### config.mk
export PLATFORM = sky130hd
export DESIGN_NAME = adc_window_detector
export DESIGN_NICKNAME = d
export VERILOG_FILES = /design/src/inc/adc_window_pkg.sv /design/src/hw/adc_window_detector.sv /design/src/hw/window_compare.sv
export SDC_FILE = /design/constraint.sdc
export NUM_CORES = 1
export LEC_CHECK = 0
export BUFFER_PORTS_ARGS = -buffer_cell sky130_fd_sc_hd__buf_2
export CAP_MARGIN = 20
export CORE_MARGIN = 2
export CORE_UTILIZATION = 40
export DETAILED_ROUTE_END_ITERATION = 10
export GPL_ROUTABILITY_DRIVEN = 0
export REMOVE_ABC_BUFFERS = 1
export SETUP_SLACK_MARGIN = 0.1
export SKIP_LAST_GASP = 1
export SLEW_MARGIN = 20
export SYNTH_ARGS = -nofsm -noshare
export SYNTH_HDL_FRONTEND = slang
export SYNTH_SLANG_ARGS = --single-unit
### constraint.sdc
create_clock -name clk -period 2.9 [get_ports clk]
set_input_delay 0.58 -clock clk [delete_from_list [all_inputs] [get_ports clk]]
set_output_delay 0.58 -clock clk [all_outputs]
set_load 0.02 [all_outputs]
### src/inc/adc_window_pkg.sv
/*
 * Constants, register map and types of the ADC window detector.
 * Assumes a single 100 MHz clock and an AXI4-Lite register bus.
 */
// What this block does
// compare every finished conversion against limits
// match flag readable by polling, drives request
// two limits, each a high and low byte
// software writes limits in result format
// inside window: strictly between both limits
// outside window: strictly beyond either limit
// single-ended: compare as 10-bit unsigned
// differential: compare as signed two's complement
// differential all-ones limit acts as minus one
// differential outside: below -1 or above limit
// less-than bytes eight bits, RW, reset zero
// one result per ten converter clocks
// match flag sticky until software clears
// right justify: high byte sign-extends bit1
// left justify: top eight bits, low padded
// ground negative input means single-ended mode
// lt above gt selects inside, else outside
// compare in the cycle result is written
package adc_window_pkg;

	// bus geometry; register index = byte address / 4
	localparam int          ADDR_W = 12;
	localparam int          IDX_W  = 10;
	localparam logic [1:0]  RESP_OKAY   = 2'h0;
	localparam logic [1:0]  RESP_SLVERR = 2'h2;

	// register indices
	localparam logic [9:0]  IDX_LT_LOW  = 10'h0c5;
	localparam logic [9:0]  IDX_LT_HIGH = 10'h0c6;
	localparam logic [9:0]  IDX_GT_LOW  = 10'h0c7;
	localparam logic [9:0]  IDX_GT_HIGH = 10'h0c8;
	localparam logic [9:0]  IDX_CONFIG  = 10'h0c9;
	localparam logic [9:0]  IDX_SARDIV  = 10'h0ca;
	localparam logic [9:0]  IDX_STATUS  = 10'h0cb;
	localparam logic [9:0]  IDX_RES_LOW = 10'h0cc;
	localparam logic [9:0]  IDX_RES_HIGH = 10'h0cd;

	// field positions
	localparam int          CFG_NEG_LSB   = 0;
	localparam int          CFG_LJUST_BIT = 5;
	localparam int          STAT_FLAG_BIT = 0;
	localparam int          STAT_BUSY_BIT = 1;

	// reset values
	localparam logic [7:0]  RST_LIMIT   = 8'h00;
	localparam logic [4:0]  RST_NEG_SEL = 5'h00;
	localparam logic [4:0]  RST_SAR_DIV = 5'h1f;

	// negative input code that selects ground
	localparam logic [4:0]  NEG_SEL_GND = 5'h1f;

	// converter clocks per conversion
	localparam logic [3:0]  CONV_SAR_CLOCKS = 4'h a;

	typedef enum logic {CONV_IDLE, CONV_RUN} conv_state_e;

endpackage : adc_window_pkg

### src/hw/adc_window_detector.sv
/*
 * ADC window detector: conversion sequencer, result formatting,
 * window limits and sticky match flag behind an AXI4-Lite slave.
 * Assumes a synchronous converter code on adcCode, valid when the
 * tenth converter clock of a conversion ends.
 */
// Local design decision: the AXI4-Lite register port.
`timescale 1ns/100ps
`default_nettype none

module adc_window_detector
(
	// clock and reset
	input  wire logic              clk,
	input  wire logic              sys_rst,
	// axi4-lite write address
	input  wire logic [11:0]       s_axi_awaddr,
	input  wire logic [2:0]        s_axi_awprot,
	input  wire logic              s_axi_awvalid,
	output logic                   s_axi_awready,
	// axi4-lite write data
	input  wire logic [31:0]       s_axi_wdata,
	input  wire logic [3:0]        s_axi_wstrb,
	input  wire logic              s_axi_wvalid,
	output logic                   s_axi_wready,
	// axi4-lite write response
	output logic [1:0]             s_axi_bresp,
	output logic                   s_axi_bvalid,
	input  wire logic              s_axi_bready,
	// axi4-lite read address
	input  wire logic [11:0]       s_axi_araddr,
	input  wire logic [2:0]        s_axi_arprot,
	input  wire logic              s_axi_arvalid,
	output logic                   s_axi_arready,
	// axi4-lite read data
	output logic [31:0]            s_axi_rdata,
	output logic [1:0]             s_axi_rresp,
	output logic                   s_axi_rvalid,
	input  wire logic              s_axi_rready,
	// converter side
	input  wire logic              convStart,
	input  wire logic [9:0]        adcCode,
	output logic                   convBusy,
	output logic                   resultStrobe,
	// window match request
	output logic                   windowMatchFlag
);

	// write path state
	logic                  awHeld_q;
	logic                  wHeld_q;
	logic [9:0]            wIdx_q;
	logic [7:0]            wByte_q;
	logic                  wLane_q;
	logic                  doWrite;
	logic                  wrMapped;
	logic                  bvalid_q;
	logic [1:0]            bresp_q;
	// read path state
	logic                  rvalid_q;
	logic [31:0]           rdata_q;
	logic [1:0]            rresp_q;
	logic [9:0]            rIdx;
	logic [7:0]            rByte;
	logic                  rdMapped;
	// registers
	logic [7:0]            ltLow_q;
	logic [7:0]            ltHigh_q;
	logic [7:0]            gtLow_q;
	logic [7:0]            gtHigh_q;
	logic [4:0]            negSel_q;
	logic                  leftJust_q;
	logic [4:0]            sarDiv_q;
	logic [15:0]           resultWord_q;
	logic                  flag_q;
	// conversion and compare
	adc_window_pkg::conv_state_e convState_q;
	logic [4:0]            sarCnt_q;
	logic [3:0]            sarClks_q;
	logic                  sarTick;
	logic                  convDone;
	logic                  differential;
	logic [15:0]           fmtWord;
	logic                  winMatch;
	logic                  clrFlag;

	// handshakes; one write and one read in flight at a time
	assign s_axi_awready = !awHeld_q && !bvalid_q;
	assign s_axi_wready  = !wHeld_q && !bvalid_q;
	assign s_axi_arready = !rvalid_q;
	assign s_axi_bvalid  = bvalid_q;
	assign s_axi_bresp   = bresp_q;
	assign s_axi_rvalid  = rvalid_q;
	assign s_axi_rdata   = rdata_q;
	assign s_axi_rresp   = rresp_q;
	assign doWrite       = awHeld_q && wHeld_q;

	// address and data may arrive in either order
	always_ff @(posedge clk)
	begin
		if (sys_rst)
		begin
			awHeld_q <= 1'b0;
			wHeld_q  <= 1'b0;
			wIdx_q   <= 10'h000;
			wByte_q  <= 8'h00;
			wLane_q  <= 1'b0;
		end
		else
		begin
			if (s_axi_awvalid && s_axi_awready)
			begin
				awHeld_q <= 1'b1;
				wIdx_q   <= s_axi_awaddr[11:2];
			end
			else if (doWrite)
				awHeld_q <= 1'b0;
			if (s_axi_wvalid && s_axi_wready)
			begin
				wHeld_q <= 1'b1;
				wByte_q <= s_axi_wdata[7:0];
				wLane_q <= s_axi_wstrb[0];
			end
			else if (doWrite)
				wHeld_q <= 1'b0;
		end
	end

	// writable indices; everything else answers slverr
	always_comb
	begin
		unique case (wIdx_q)
			adc_window_pkg::IDX_LT_LOW,
			adc_window_pkg::IDX_LT_HIGH,
			adc_window_pkg::IDX_GT_LOW,
			adc_window_pkg::IDX_GT_HIGH,
			adc_window_pkg::IDX_CONFIG,
			adc_window_pkg::IDX_SARDIV,
			adc_window_pkg::IDX_STATUS: wrMapped = 1'b1;
			default:                    wrMapped = 1'b0;
		endcase
	end

	// write response, held until bready
	always_ff @(posedge clk)
	begin
		if (sys_rst)
		begin
			bvalid_q <= 1'b0;
			bresp_q  <= adc_window_pkg::RESP_OKAY;
		end
		else if (doWrite)
		begin
			bvalid_q <= 1'b1;
			bresp_q  <= wrMapped ? adc_window_pkg::RESP_OKAY
				: adc_window_pkg::RESP_SLVERR;
		end
		else if (s_axi_bready)
			bvalid_q <= 1'b0;
	end

	// limit bytes
	// a write with byte lane 0 off is answered but stores nothing
	always_ff @(posedge clk)
	begin
		if (sys_rst)
		begin
			ltLow_q  <= adc_window_pkg::RST_LIMIT;
			ltHigh_q <= adc_window_pkg::RST_LIMIT;
			gtLow_q  <= adc_window_pkg::RST_LIMIT;
			gtHigh_q <= adc_window_pkg::RST_LIMIT;
		end
		else if (doWrite && wLane_q)
		begin
			if (wIdx_q == adc_window_pkg::IDX_LT_LOW)
				ltLow_q <= wByte_q;
			if (wIdx_q == adc_window_pkg::IDX_LT_HIGH)
				ltHigh_q <= wByte_q;
			if (wIdx_q == adc_window_pkg::IDX_GT_LOW)
				gtLow_q <= wByte_q;
			if (wIdx_q == adc_window_pkg::IDX_GT_HIGH)
				gtHigh_q <= wByte_q;
		end
	end

	// format and converter clock configuration
	always_ff @(posedge clk)
	begin
		if (sys_rst)
		begin
			negSel_q   <= adc_window_pkg::RST_NEG_SEL;
			leftJust_q <= 1'b0;
			sarDiv_q   <= adc_window_pkg::RST_SAR_DIV;
		end
		else if (doWrite && wLane_q)
		begin
			if (wIdx_q == adc_window_pkg::IDX_CONFIG)
			begin
				negSel_q   <= wByte_q[adc_window_pkg::CFG_NEG_LSB +: 5];
				leftJust_q <= wByte_q[adc_window_pkg::CFG_LJUST_BIT];
			end
			if (wIdx_q == adc_window_pkg::IDX_SARDIV)
				sarDiv_q <= wByte_q[4:0];
		end
	end

	// ground negative input is single-ended
	assign differential = negSel_q != adc_window_pkg::NEG_SEL_GND;

	// converter clock enable
	// divide by sarDiv+1; counting stops while idle to save power
	assign sarTick  = (convState_q == adc_window_pkg::CONV_RUN)
		&& (sarCnt_q == sarDiv_q);
	assign convDone = sarTick
		&& (sarClks_q == adc_window_pkg::CONV_SAR_CLOCKS - 4'h1);
	assign convBusy     = convState_q == adc_window_pkg::CONV_RUN;
	assign resultStrobe = convDone;

	// ten converter clocks per conversion
	// a start while busy is dropped, not queued
	always_ff @(posedge clk)
	begin
		if (sys_rst)
		begin
			convState_q <= adc_window_pkg::CONV_IDLE;
			sarCnt_q    <= 5'h00;
			sarClks_q   <= 4'h0;
		end
		else
		begin
			unique case (convState_q)
				adc_window_pkg::CONV_IDLE:
				begin
					sarCnt_q  <= 5'h00;
					sarClks_q <= 4'h0;
					if (convStart)
						convState_q <= adc_window_pkg::CONV_RUN;
				end
				adc_window_pkg::CONV_RUN:
				begin
					sarCnt_q <= sarTick ? 5'h00 : sarCnt_q + 5'h01;
					if (sarTick)
						sarClks_q <= sarClks_q + 4'h1;
					if (convDone)
						convState_q <= adc_window_pkg::CONV_IDLE;
				end
			endcase
		end
	end

	// justify the new code
	assign fmtWord = leftJust_q ? {adcCode, 6'h00}
		: {{6{adcCode[9]}}, adcCode};

	// compare without software
	window_compare u_compare
	(
		.resultWord   (fmtWord),
		.gtLimit      ({gtHigh_q, gtLow_q}),
		.ltLimit      ({ltHigh_q, ltLow_q}),
		.differential (differential),
		.leftJustify  (leftJust_q),
		.match        (winMatch)
	);

	// result write and compare coincide
	always_ff @(posedge clk)
	begin
		if (sys_rst)
			resultWord_q <= 16'h0000;
		else if (convDone)
			resultWord_q <= fmtWord;
	end

	// sticky flag, set beats clear
	// written 1 clears; a match in the same cycle keeps it set
	assign clrFlag = doWrite && wLane_q
		&& (wIdx_q == adc_window_pkg::IDX_STATUS)
		&& wByte_q[adc_window_pkg::STAT_FLAG_BIT];
	always_ff @(posedge clk)
	begin
		if (sys_rst)
			flag_q <= 1'b0;
		else if (convDone && winMatch)
			flag_q <= 1'b1;
		else if (clrFlag)
			flag_q <= 1'b0;
	end
	assign windowMatchFlag = flag_q;

	// read mux; unused bits read zero
	assign rIdx = s_axi_araddr[11:2];
	always_comb
	begin
		rByte    = 8'h00;
		rdMapped = 1'b1;
		unique case (rIdx)
			adc_window_pkg::IDX_LT_LOW:   rByte = ltLow_q;
			adc_window_pkg::IDX_LT_HIGH:  rByte = ltHigh_q;
			adc_window_pkg::IDX_GT_LOW:   rByte = gtLow_q;
			adc_window_pkg::IDX_GT_HIGH:  rByte = gtHigh_q;
			adc_window_pkg::IDX_CONFIG:   rByte = {2'h0, leftJust_q, negSel_q};
			adc_window_pkg::IDX_SARDIV:   rByte = {3'h0, sarDiv_q};
			adc_window_pkg::IDX_STATUS:   rByte = {6'h00, convBusy, flag_q};
			adc_window_pkg::IDX_RES_LOW:  rByte = resultWord_q[7:0];
			adc_window_pkg::IDX_RES_HIGH: rByte = resultWord_q[15:8];
			default:                      rdMapped = 1'b0;
		endcase
	end

	// read data registered
	always_ff @(posedge clk)
	begin
		if (sys_rst)
		begin
			rvalid_q <= 1'b0;
			rdata_q  <= 32'h0000_0000;
			rresp_q  <= adc_window_pkg::RESP_OKAY;
		end
		else if (s_axi_arvalid && s_axi_arready)
		begin
			rvalid_q <= 1'b1;
			rdata_q  <= {24'h00_0000, rByte};
			rresp_q  <= rdMapped ? adc_window_pkg::RESP_OKAY
				: adc_window_pkg::RESP_SLVERR;
		end
		else if (s_axi_rready)
			rvalid_q <= 1'b0;
	end

	// helper: cycles since the previous result, saturating
	logic [7:0] gap_q;
	logic       seen_q;
	always_ff @(posedge clk)
	begin
		if (sys_rst)
		begin
			gap_q  <= 8'h00;
			seen_q <= 1'b0;
		end
		else if (convDone)
		begin
			gap_q  <= 8'h01;
			seen_q <= 1'b1;
		end
		else if (gap_q != 8'hff)
			gap_q <= gap_q + 8'h01;
	end

	a_flag_sets_match:
	assert property (@(posedge clk) disable iff (sys_rst)
		convDone && winMatch |=> windowMatchFlag)
		else $error("match did not set the flag");

	a_flag_stays_set:
	assert property (@(posedge clk) disable iff (sys_rst)
		windowMatchFlag && !clrFlag |=> windowMatchFlag)
		else $error("flag dropped without a clear");

	a_flag_no_cause:
	assert property (@(posedge clk) disable iff (sys_rst)
		!windowMatchFlag && !(convDone && winMatch) |=> !windowMatchFlag)
		else $error("flag rose without a match");

	a_result_spacing:
	assert property (@(posedge clk) disable iff (sys_rst)
		resultStrobe && seen_q |-> gap_q >= 8'h0b)
		else $error("results closer than ten converter clocks");

	a_lt_byte_write:
	assert property (@(posedge clk) disable iff (sys_rst)
		doWrite && wLane_q && wIdx_q == adc_window_pkg::IDX_LT_LOW
		|=> ltLow_q == $past(wByte_q))
		else $error("less-than low byte not stored");

	a_right_justify:
	assert property (@(posedge clk) disable iff (sys_rst)
		resultStrobe && !leftJust_q |=> resultWord_q[9:0] == $past(adcCode)
		&& resultWord_q[15:10] == {6{resultWord_q[9]}})
		else $error("right-justified result wrong");

	a_left_justify:
	assert property (@(posedge clk) disable iff (sys_rst)
		resultStrobe && leftJust_q |=> resultWord_q[15:6] == $past(adcCode)
		&& resultWord_q[5:0] == 6'h00)
		else $error("left-justified result wrong");

	a_inside_single:
	assert property (@(posedge clk) disable iff (sys_rst)
		resultStrobe && !differential && !leftJust_q
		&& ltHigh_q[1:0] == 2'h0 && ltLow_q == 8'h80
		&& gtHigh_q[1:0] == 2'h0 && gtLow_q == 8'h40
		|-> winMatch == (adcCode > 10'h040 && adcCode < 10'h080))
		else $error("single-ended inside window wrong");

	a_outside_single:
	assert property (@(posedge clk) disable iff (sys_rst)
		resultStrobe && !differential && !leftJust_q
		&& ltHigh_q[1:0] == 2'h0 && ltLow_q == 8'h40
		&& gtHigh_q[1:0] == 2'h0 && gtLow_q == 8'h80
		|-> winMatch == (adcCode < 10'h040 || adcCode > 10'h080))
		else $error("single-ended outside window wrong");

	a_diff_minus_one:
	assert property (@(posedge clk) disable iff (sys_rst)
		resultStrobe && differential && !leftJust_q
		&& {gtHigh_q, gtLow_q} == 16'hffff
		&& {ltHigh_q, ltLow_q} == 16'h0040 && adcCode == 10'h000
		|=> windowMatchFlag)
		else $error("zero not inside (-1, 64) window");

	a_diff_outside:
	assert property (@(posedge clk) disable iff (sys_rst)
		resultStrobe && differential && !leftJust_q
		&& {ltHigh_q, ltLow_q} == 16'hffff
		&& {gtHigh_q, gtLow_q} == 16'h0040 && adcCode == 10'h3fe
		|-> winMatch)
		else $error("-2 not outside the window");

	a_status_read:
	assert property (@(posedge clk) disable iff (sys_rst)
		s_axi_arvalid && s_axi_arready
		&& rIdx == adc_window_pkg::IDX_STATUS
		|=> s_axi_rvalid && s_axi_rdata[0] == $past(windowMatchFlag))
		else $error("status read missed the flag");

endmodule : adc_window_detector

`default_nettype wire

### src/hw/window_compare.sv
/*
 * Window comparison of one result word against two limit words.
 * Assumes all three words share the current justification and sign.
 */
`timescale 1ns/100ps
`default_nettype none

module window_compare
(
	// words to compare
	input  wire logic [15:0] resultWord,
	input  wire logic [15:0] gtLimit,
	input  wire logic [15:0] ltLimit,
	// format
	input  wire logic        differential,
	input  wire logic        leftJustify,
	// answer
	output logic             match
);

	logic [9:0]         res10;
	logic [9:0]         gt10;
	logic [9:0]         lt10;
	logic signed [10:0] resS;
	logic signed [10:0] gtS;
	logic signed [10:0] ltS;

	// raw words taken as written
	// pick the 10 data bits; padding bits never influence the answer
	assign res10 = leftJustify ? resultWord[15:6] : resultWord[9:0];
	assign gt10  = leftJustify ? gtLimit[15:6] : gtLimit[9:0];
	assign lt10  = leftJustify ? ltLimit[15:6] : ltLimit[9:0];

	// unsigned or sign extended
	// an 11th bit makes one signed comparator serve both modes
	assign resS = {differential & res10[9], res10};
	assign gtS  = {differential & gt10[9], gt10};
	assign ltS  = {differential & lt10[9], lt10};

	// window test
	always_comb
	begin
		if (ltS > gtS)
			match = (resS > gtS) && (resS < ltS);
		else
			match = (resS < ltS) || (resS > gtS);
	end

endmodule : window_compare

`default_nettype wire

==> Yosys cells after proc, flatten, opt, wreduce, memory -nomap -nowiden <==
Cells that the tools add are included.
{ "word_totals": {"ff_bits": 105, "in_bits": 84, "output_inout_bits": 44, "elab_cells": 108} }
{ "op_classes": {"addsub": 2, "order_cmp": 3, "eq_ne": 20, "mux": 26, "n_bitwise": 4, "reduce_logical": 31} }
{ "op_table": {"columns": ["op", "n"], "rows": [
  ["== test 10 x 8 -> 1 bit (second input constant)", 16],
  ["one-hot mux 8 bit (9 select lines)", 1],
  ["2-to-1 mux 10 bit", 3],
  ["> comparator 11 bit", 2],
  ["2-to-1 mux 15 bit", 1],
  ["2-to-1 mux 1 bit", 14],
  ["logical AND 1 bit", 13],
  ["AND reduction 2 bit", 6],
  ["less-than comparator 11 bit", 1],
  ["one-hot mux 5 bit (2 select lines)", 1],
  ["nonzero test 2 bit", 5],
  ["OR reduction 9 bit", 1],
  ["one-hot mux 4 bit (2 select lines)", 1],
  ["OR reduction 7 bit", 1],
  ["adder 5 x 1 -> 5 bit (second input constant)", 1],
  ["== test 5 bit", 1],
  ["2-to-1 mux 5 bit", 1],
  ["inequality test 5 bit (second input constant)", 1],
  ["adder 4 x 1 -> 4 bit (second input constant)", 1],
  ["== test 4 bit (second input constant)", 1],
  ["zero test 1 bit", 4],
  ["2-to-1 mux 2 bit", 2],
  ["2-to-1 mux 4 bit", 1],
  ["AND 1 bit", 3],
  ["4 further kinds", 4]
]} }

==> Longest topological paths before layout <==
{ "depth": {"word_depth": 8, "ltp_mapped": 11, "mapped_depth_nobuf": 11} }

==> Modules after synthesis <==
Synthesis repeated with hierarchy kept, for this count alone.
{ "hier_totals": {"cells_unflattened": 691, "hier_area_um2": 6055.8} }
{ "modules_own_cells": {"columns": ["module", "n_inst", "cells_per_inst", "area_per_inst_um2", "seq_area_each_um2"], "rows": [
  ["adc_window_detector", 1, 558, 4947.2, 2062.0],
  ["window_compare", 1, 133, 1108.6, 0.0]
]} }

==> Worst setup path before layout <==
OpenSTA, ideal clock, no wires.
{ "synth_path": {"path_type": "reg-to-reg", "startpoint": "reg leftJust_q", "endpoint": "reg flag_q (netlist: windowMatchFlag)", "setup_time_ns": 0.062, "arrival_time_ns": 2.374, "required_time_ns": 2.838, "slack_ns": 0.464, "path_stages_with_launch": 11, "n_path_buf": 2, "period_less_slack_ns": 2.436, "path_cell_list": "dfxtp_1 -> buf_2 -> clkbuf_1 -> mux2i_1 -> ha_1 -> a21o_1 -> a2111oi_0 -> o22ai_1 -> nor4_1 -> o211ai_1 -> nand3_1"} }
{ "synth_between": {"elab_chain_len": 8, "word_cells_on_any_way": 16, "classes_between": "order compare (3); mux (6); bitwise (3); reduce/logical (4)"} }
{ "synth_lines": {"columns": ["element", "line_no", "text"], "rows": [
  ["start: declaration", "adc_window_detector.sv:72", "logic leftJust_q;"],
  ["start signal: assignment", "adc_window_detector.sv:200", "leftJust_q <= wByte_q[adc_window_pkg::CFG_LJUST_BIT];"],
  ["2-to-1 mux 15 bit", "adc_window_detector.sv:252", "assign fmtWord = leftJust_q ? {adcCode, 6'h00}"],
  ["2-to-1 mux 10 bit", "window_compare.sv:30", "assign res10 = leftJustify ? resultWord[15:6] : resultWord[9:0];"],
  ["AND 1 bit", "window_compare.sv:36", "assign resS = {differential & res10[9], res10};"],
  ["less-than comparator 11 bit or > comparator 11 bit (tied branches)", "window_compare.sv:44, window_compare.sv:46", null],
  ["logical OR 1 bit or logical AND 1 bit (tied branches)", "window_compare.sv:46, window_compare.sv:44", null],
  ["2-to-1 mux 1 bit *", "window_compare.sv:43", "if (ltS > gtS)"],
  ["logical AND 1 bit *", "adc_window_detector.sv:284", "else if (convDone && winMatch)"],
  ["2-to-1 mux 1 bit or nonzero test 2 bit (tied branches)", null, null],
  ["end signal: assignment", "adc_window_detector.sv:283", "flag_q <= 1'b0;"],
  ["end signal: assignment", "adc_window_detector.sv:285", "flag_q <= 1'b1;"],
  ["end signal: assignment", "adc_window_detector.sv:287", "flag_q <= 1'b0;"],
  ["end: declaration", "adc_window_detector.sv:75", "logic flag_q;"]
]} }
Mark *: on every way between the ends. The rest lies on a longest branch, timed or not.
A chain may end at the register's enable or synchronous reset.

==> Final worst setup path <==
{ "layout_path": {"startpoint": "reg negSel_q[2]", "endpoint": "reg flag_q (netlist: windowMatchFlag)"} }
{ "layout_between": {"elab_chain_len": 7, "word_cells_on_any_way": 13, "classes_between": "order compare (3); eq/ne (1); mux (2); bitwise (3); reduce/logical (4)"} }
{ "layout_lines": {"columns": ["element", "line_no", "text"], "rows": [
  ["start: declaration", "adc_window_detector.sv:71", "logic [4:0] negSel_q;"],
  ["start signal: assignment", "adc_window_detector.sv:191", "negSel_q <= adc_window_pkg::RST_NEG_SEL;"],
  ["start signal: assignment", "adc_window_detector.sv:199", "negSel_q <= wByte_q[adc_window_pkg::CFG_NEG_LSB +: 5];"],
  ["inequality test 5 bit *", "adc_window_detector.sv:208", "assign differential = negSel_q != adc_window_pkg::NEG_SEL_GND;"],
  ["AND 1 bit (on tied branches)", "window_compare.sv:36, window_compare.sv:37, window_compare.sv:38", null],
  ["less-than comparator 11 bit or > comparator 11 bit (tied branches)", "window_compare.sv:44, window_compare.sv:46", null],
  ["logical OR 1 bit or logical AND 1 bit (tied branches)", "window_compare.sv:46, window_compare.sv:44", null],
  ["2-to-1 mux 1 bit *", "window_compare.sv:43", null],
  ["logical AND 1 bit *", "adc_window_detector.sv:284", null],
  ["2-to-1 mux 1 bit or nonzero test 2 bit (tied branches)", null, null]
]} }
Marks and branches as above.

==> impl_metrics.yaml <==
clocking:
  postCtsHoldBufs: 0
  clockBufferDepth: 2
  htree_levels: 3
  cts_tree: "done"
  cts.sinks: 103
  cts_root_buffer: "clkbuf_16"
  clkTransAtPathRegs_ns: 0.07
  cts_made_buffers: 9
  post_cts_buffers: 0
  cts_resized: 0
  clkLatencyLatePin_ns: 0.35
route:
  antenna_left: 0
  route.vias.total: 4789
  wl_um: 14600
  vias_per_cell: 5.33
  drtIter0Drc: 374
  drt_pass1_iterations: 6
  routedWlPerCell_um: 16.3
  drc: 0
power_and_ir_drop:
  p_per_area_mw_per_mm2: 449
  p_leak_uw: 0.00263
  ir_worst_vdd_uv: 284
  power.total_uw: 2870
yosys:
  synth.distinct_cells: 58
  synth_area_leaders: "dfxtp_1 36%, mux2i_1 12%, ha_1 7.4%"
  async_flop_share: 0
  synth_ff_type: "dfxtp_1"
  synth_top_area_cell: "dfxtp_1"
  synth_enable_flop_cells: 0
  synth_area_sq_mm: 0.00573
  synthCells: 668
  ys_warn_count: 0
  synth-seq-area-share: 0.360
  synth.avg_cell_area_sq_um: 8.58
  synth_top_cell_area_share: 0.360
  ys_ff_latch: 103
placement:
  port_buffers: 64
  dp.cells: 883
  place_hpwl_um: 11300
sta:
  tightest_slew_ns: 0.783
  drv_slew: 0
  period_needed_ns: 2.61
  period_share: 0.901
  finalSetupViolations: 0
  hold_viol_final: 0
  slew_headroom: 0.475
  skew_ns: 0.00925
  grt_setup_unrepaired: "no"
  fmax_mhz: 383
layout:
  final_core_util: 0.459
  fill_cells: 1381
  antenna_cells: 0
  fin_nets: 832
  layout-area-overhead-vs-synth_pct: 11.5
  post_route_cells_drive_above_1_share: 0.152
  multi_input_area_sq_mm: 0.00333
  seqCellArea_sq_mm: 0.00206
  instances_no_fill: 899
die:
  dieArea_sq_mm: 0.0153
  start_util: 0.412
  chipWidth_um: 124
  core-area_sq_mm: 0.0139
  die_h_um: 124
  rows: 43
  io_pins: 128
worst_setup_path:
  worstPathRequired_ns: 3.13
  path_max_fanout: 3
  cpPeakStageDelay_ns: 0.50
  endpoint_kind: "flop"
  slowest_stage: "a2111oi_1"
  crit_chain: "and3_1 > nand3_1 > and2_1 > ha_1 > nor2b_1 > nand4b_1 > a2111oi_1 > nor4_1 > o211ai_1 > nand3_1"
  critPathKind: "flop to flop"
  startpoint_type: "flop"
  cp.arrival_ns: 2.84
  cpMostUsedCell: "nand3_1"
grt:
  use_met2: 0.325
  busiest_layer: "met2"
  grt_pass1_vias: 4542
  grt_pass1_wl_um: 23100
  grt_overflow: 0
  grt_antenna_before_repair: 0
  grt_max_degree: 33
  grt_use_met1: 0.254
  met3_usage: 0.0499
  grtUsageTotal: 0.198
outcome:
  status: "finished, final reports clean"
hold_path:
  hold_path.class: "input pin to flop"
job:
  max_cap_viol_count: 0
## through the flow
stage               hold slack [ns]  setup WS, ns  cell area [sq um]  setup TNS, ns
CTS                           0.406         0.246               6390              0
global placement              0.431         0.282               6120              0
detailed placement            0.440         0.248               6120              0
finish                        0.413         0.288               6390              0
floorplan                     0.425        -0.111               5480         -0.111
global route                  0.406         0.115               6390              0
## cell usage after synthesis (7+ instances only)
library cell	instances
nand2_1	73
nor2b_1	12
nor2_1	80
nor3_1	11
nand2b_1	7
clkbuf_1	30
buf_4	26
buf_2	8
mux2i_1	69
dfxtp_1	103
a21oi_1	48
xor2_1	10
inv_1	23
a211oi_1	14
nand3_1	13
ha_1	34
o21ai_0	16
## state kept, by name, summed over array words and instances, names as in the netlist
name and flops:
leftJust_q 1, ltHigh_q 8, windowMatchFlag 1, wLane_q 1
ltLow_q 8, convBusy 1, gtLow_q 8, sarDiv_q 5
wIdx_q 10, gtHigh_q 8, wHeld_q 1, sarClks_q 4
sarCnt_q 5, resultWord_q 16, wByte_q 8, s_axi_rvalid 1
s_axi_rdata 8, negSel_q 5, s_axi_bresp 1, s_axi_rresp 1
s_axi_bvalid 1, awHeld_q 1
## worst max-delay path, delay by kind of cell (launching register included)
kind	cells	cell delay (ns)
AND/OR/NAND/NOR	7	1.07
adder cells (fa/ha/maj)	1	0.30
flip-flops	1	0.40
AO/OA/AOI/OAI	2	0.71
## kinds of logic (layout without fill, tap and decap cells)
kind of cell,Yosys count,after routing,share of synthesized area
other cells,1,26,0.000654
fa+ha+maj,34,34,0.0742
mux,74,74,0.134
simple gates,238,238,0.207
buf+inv,88,114,0.0764
flops,103,103,0.360
xor+xnor,12,12,0.0183
compound gates,118,118,0.130
## final cells by class
type	instances	share of cell area
multi-input cells	502	0.521
inverters	23	0.0135
flip-flops and latches	103	0.323
repair buffers	75	0.0650
clock inverters	6	0.00724
well taps	180	0.0352
clock buffers	10	0.0358
## layer usage
| metal | part of all wire | up-vias |
|---|---|---|
| li1 | - | 2379 |
| met1 | 0.45 | 2208 |
| met2 | 0.46 | 178 |
| met3 | 0.065 | 24 |
| met4 | 0.022 | 0 |
| met5 | 0 | - |
## worst paths after layout
| path | from | to | slack, ns | depth (start not counted) |
|---|---|---|---|---|
| worst max-delay path | negSel_q[2]$_SDFFE_PP0P_ | windowMatchFlag$_SDFFE_PP0P_ | 0.29 | 10 |
| worst min-delay path | s_axi_rready | s_axi_rvalid$_SDFFE_PP0P_ | 0.41 | 2 |
| worst max register to register | negSel_q[2]$_SDFFE_PP0P_ | windowMatchFlag$_SDFFE_PP0P_ | 0.29 | 10 |
| worst min register to register | s_axi_rdata[3]$_SDFFE_PP0P_ | s_axi_rdata[3]$_SDFFE_PP0P_ | 0.45 | 2 |
## where the power goes
group	total [uW]	internal, uW	switching (uW)
Combinational	263	91.9	171
Clock	1130	587	548
Sequential	1480	1440	36.0
Total	2870	2120	755
## layout by cell type, fill, tap and decap left out, drive strengths merged, types with 3 or more instances in the layout
cell	synthesis	layout
a2111oi	4	4
a211o	6	6
a211oi	14	14
a21o	4	4
a21oi	48	48
a221oi	4	4
a22oi	6	6
and2	4	4
and3	5	5
buf	35	75
clkbuf	30	10
clkinv	0	3
conb	1	26
dfxtp	103	103
ha	34	34
inv	23	24
mux2	3	3
mux2i	69	69
nand2	75	75
nand2b	7	7
nand3	15	15
nand3b	5	5
nand4	6	6
nor2	81	81
nor2b	12	12
nor3	12	12
nor4	3	3
o21ai	16	16
o22ai	6	6
xor2	10	10
No activity file was read; power rests on OpenSTA's default activity.
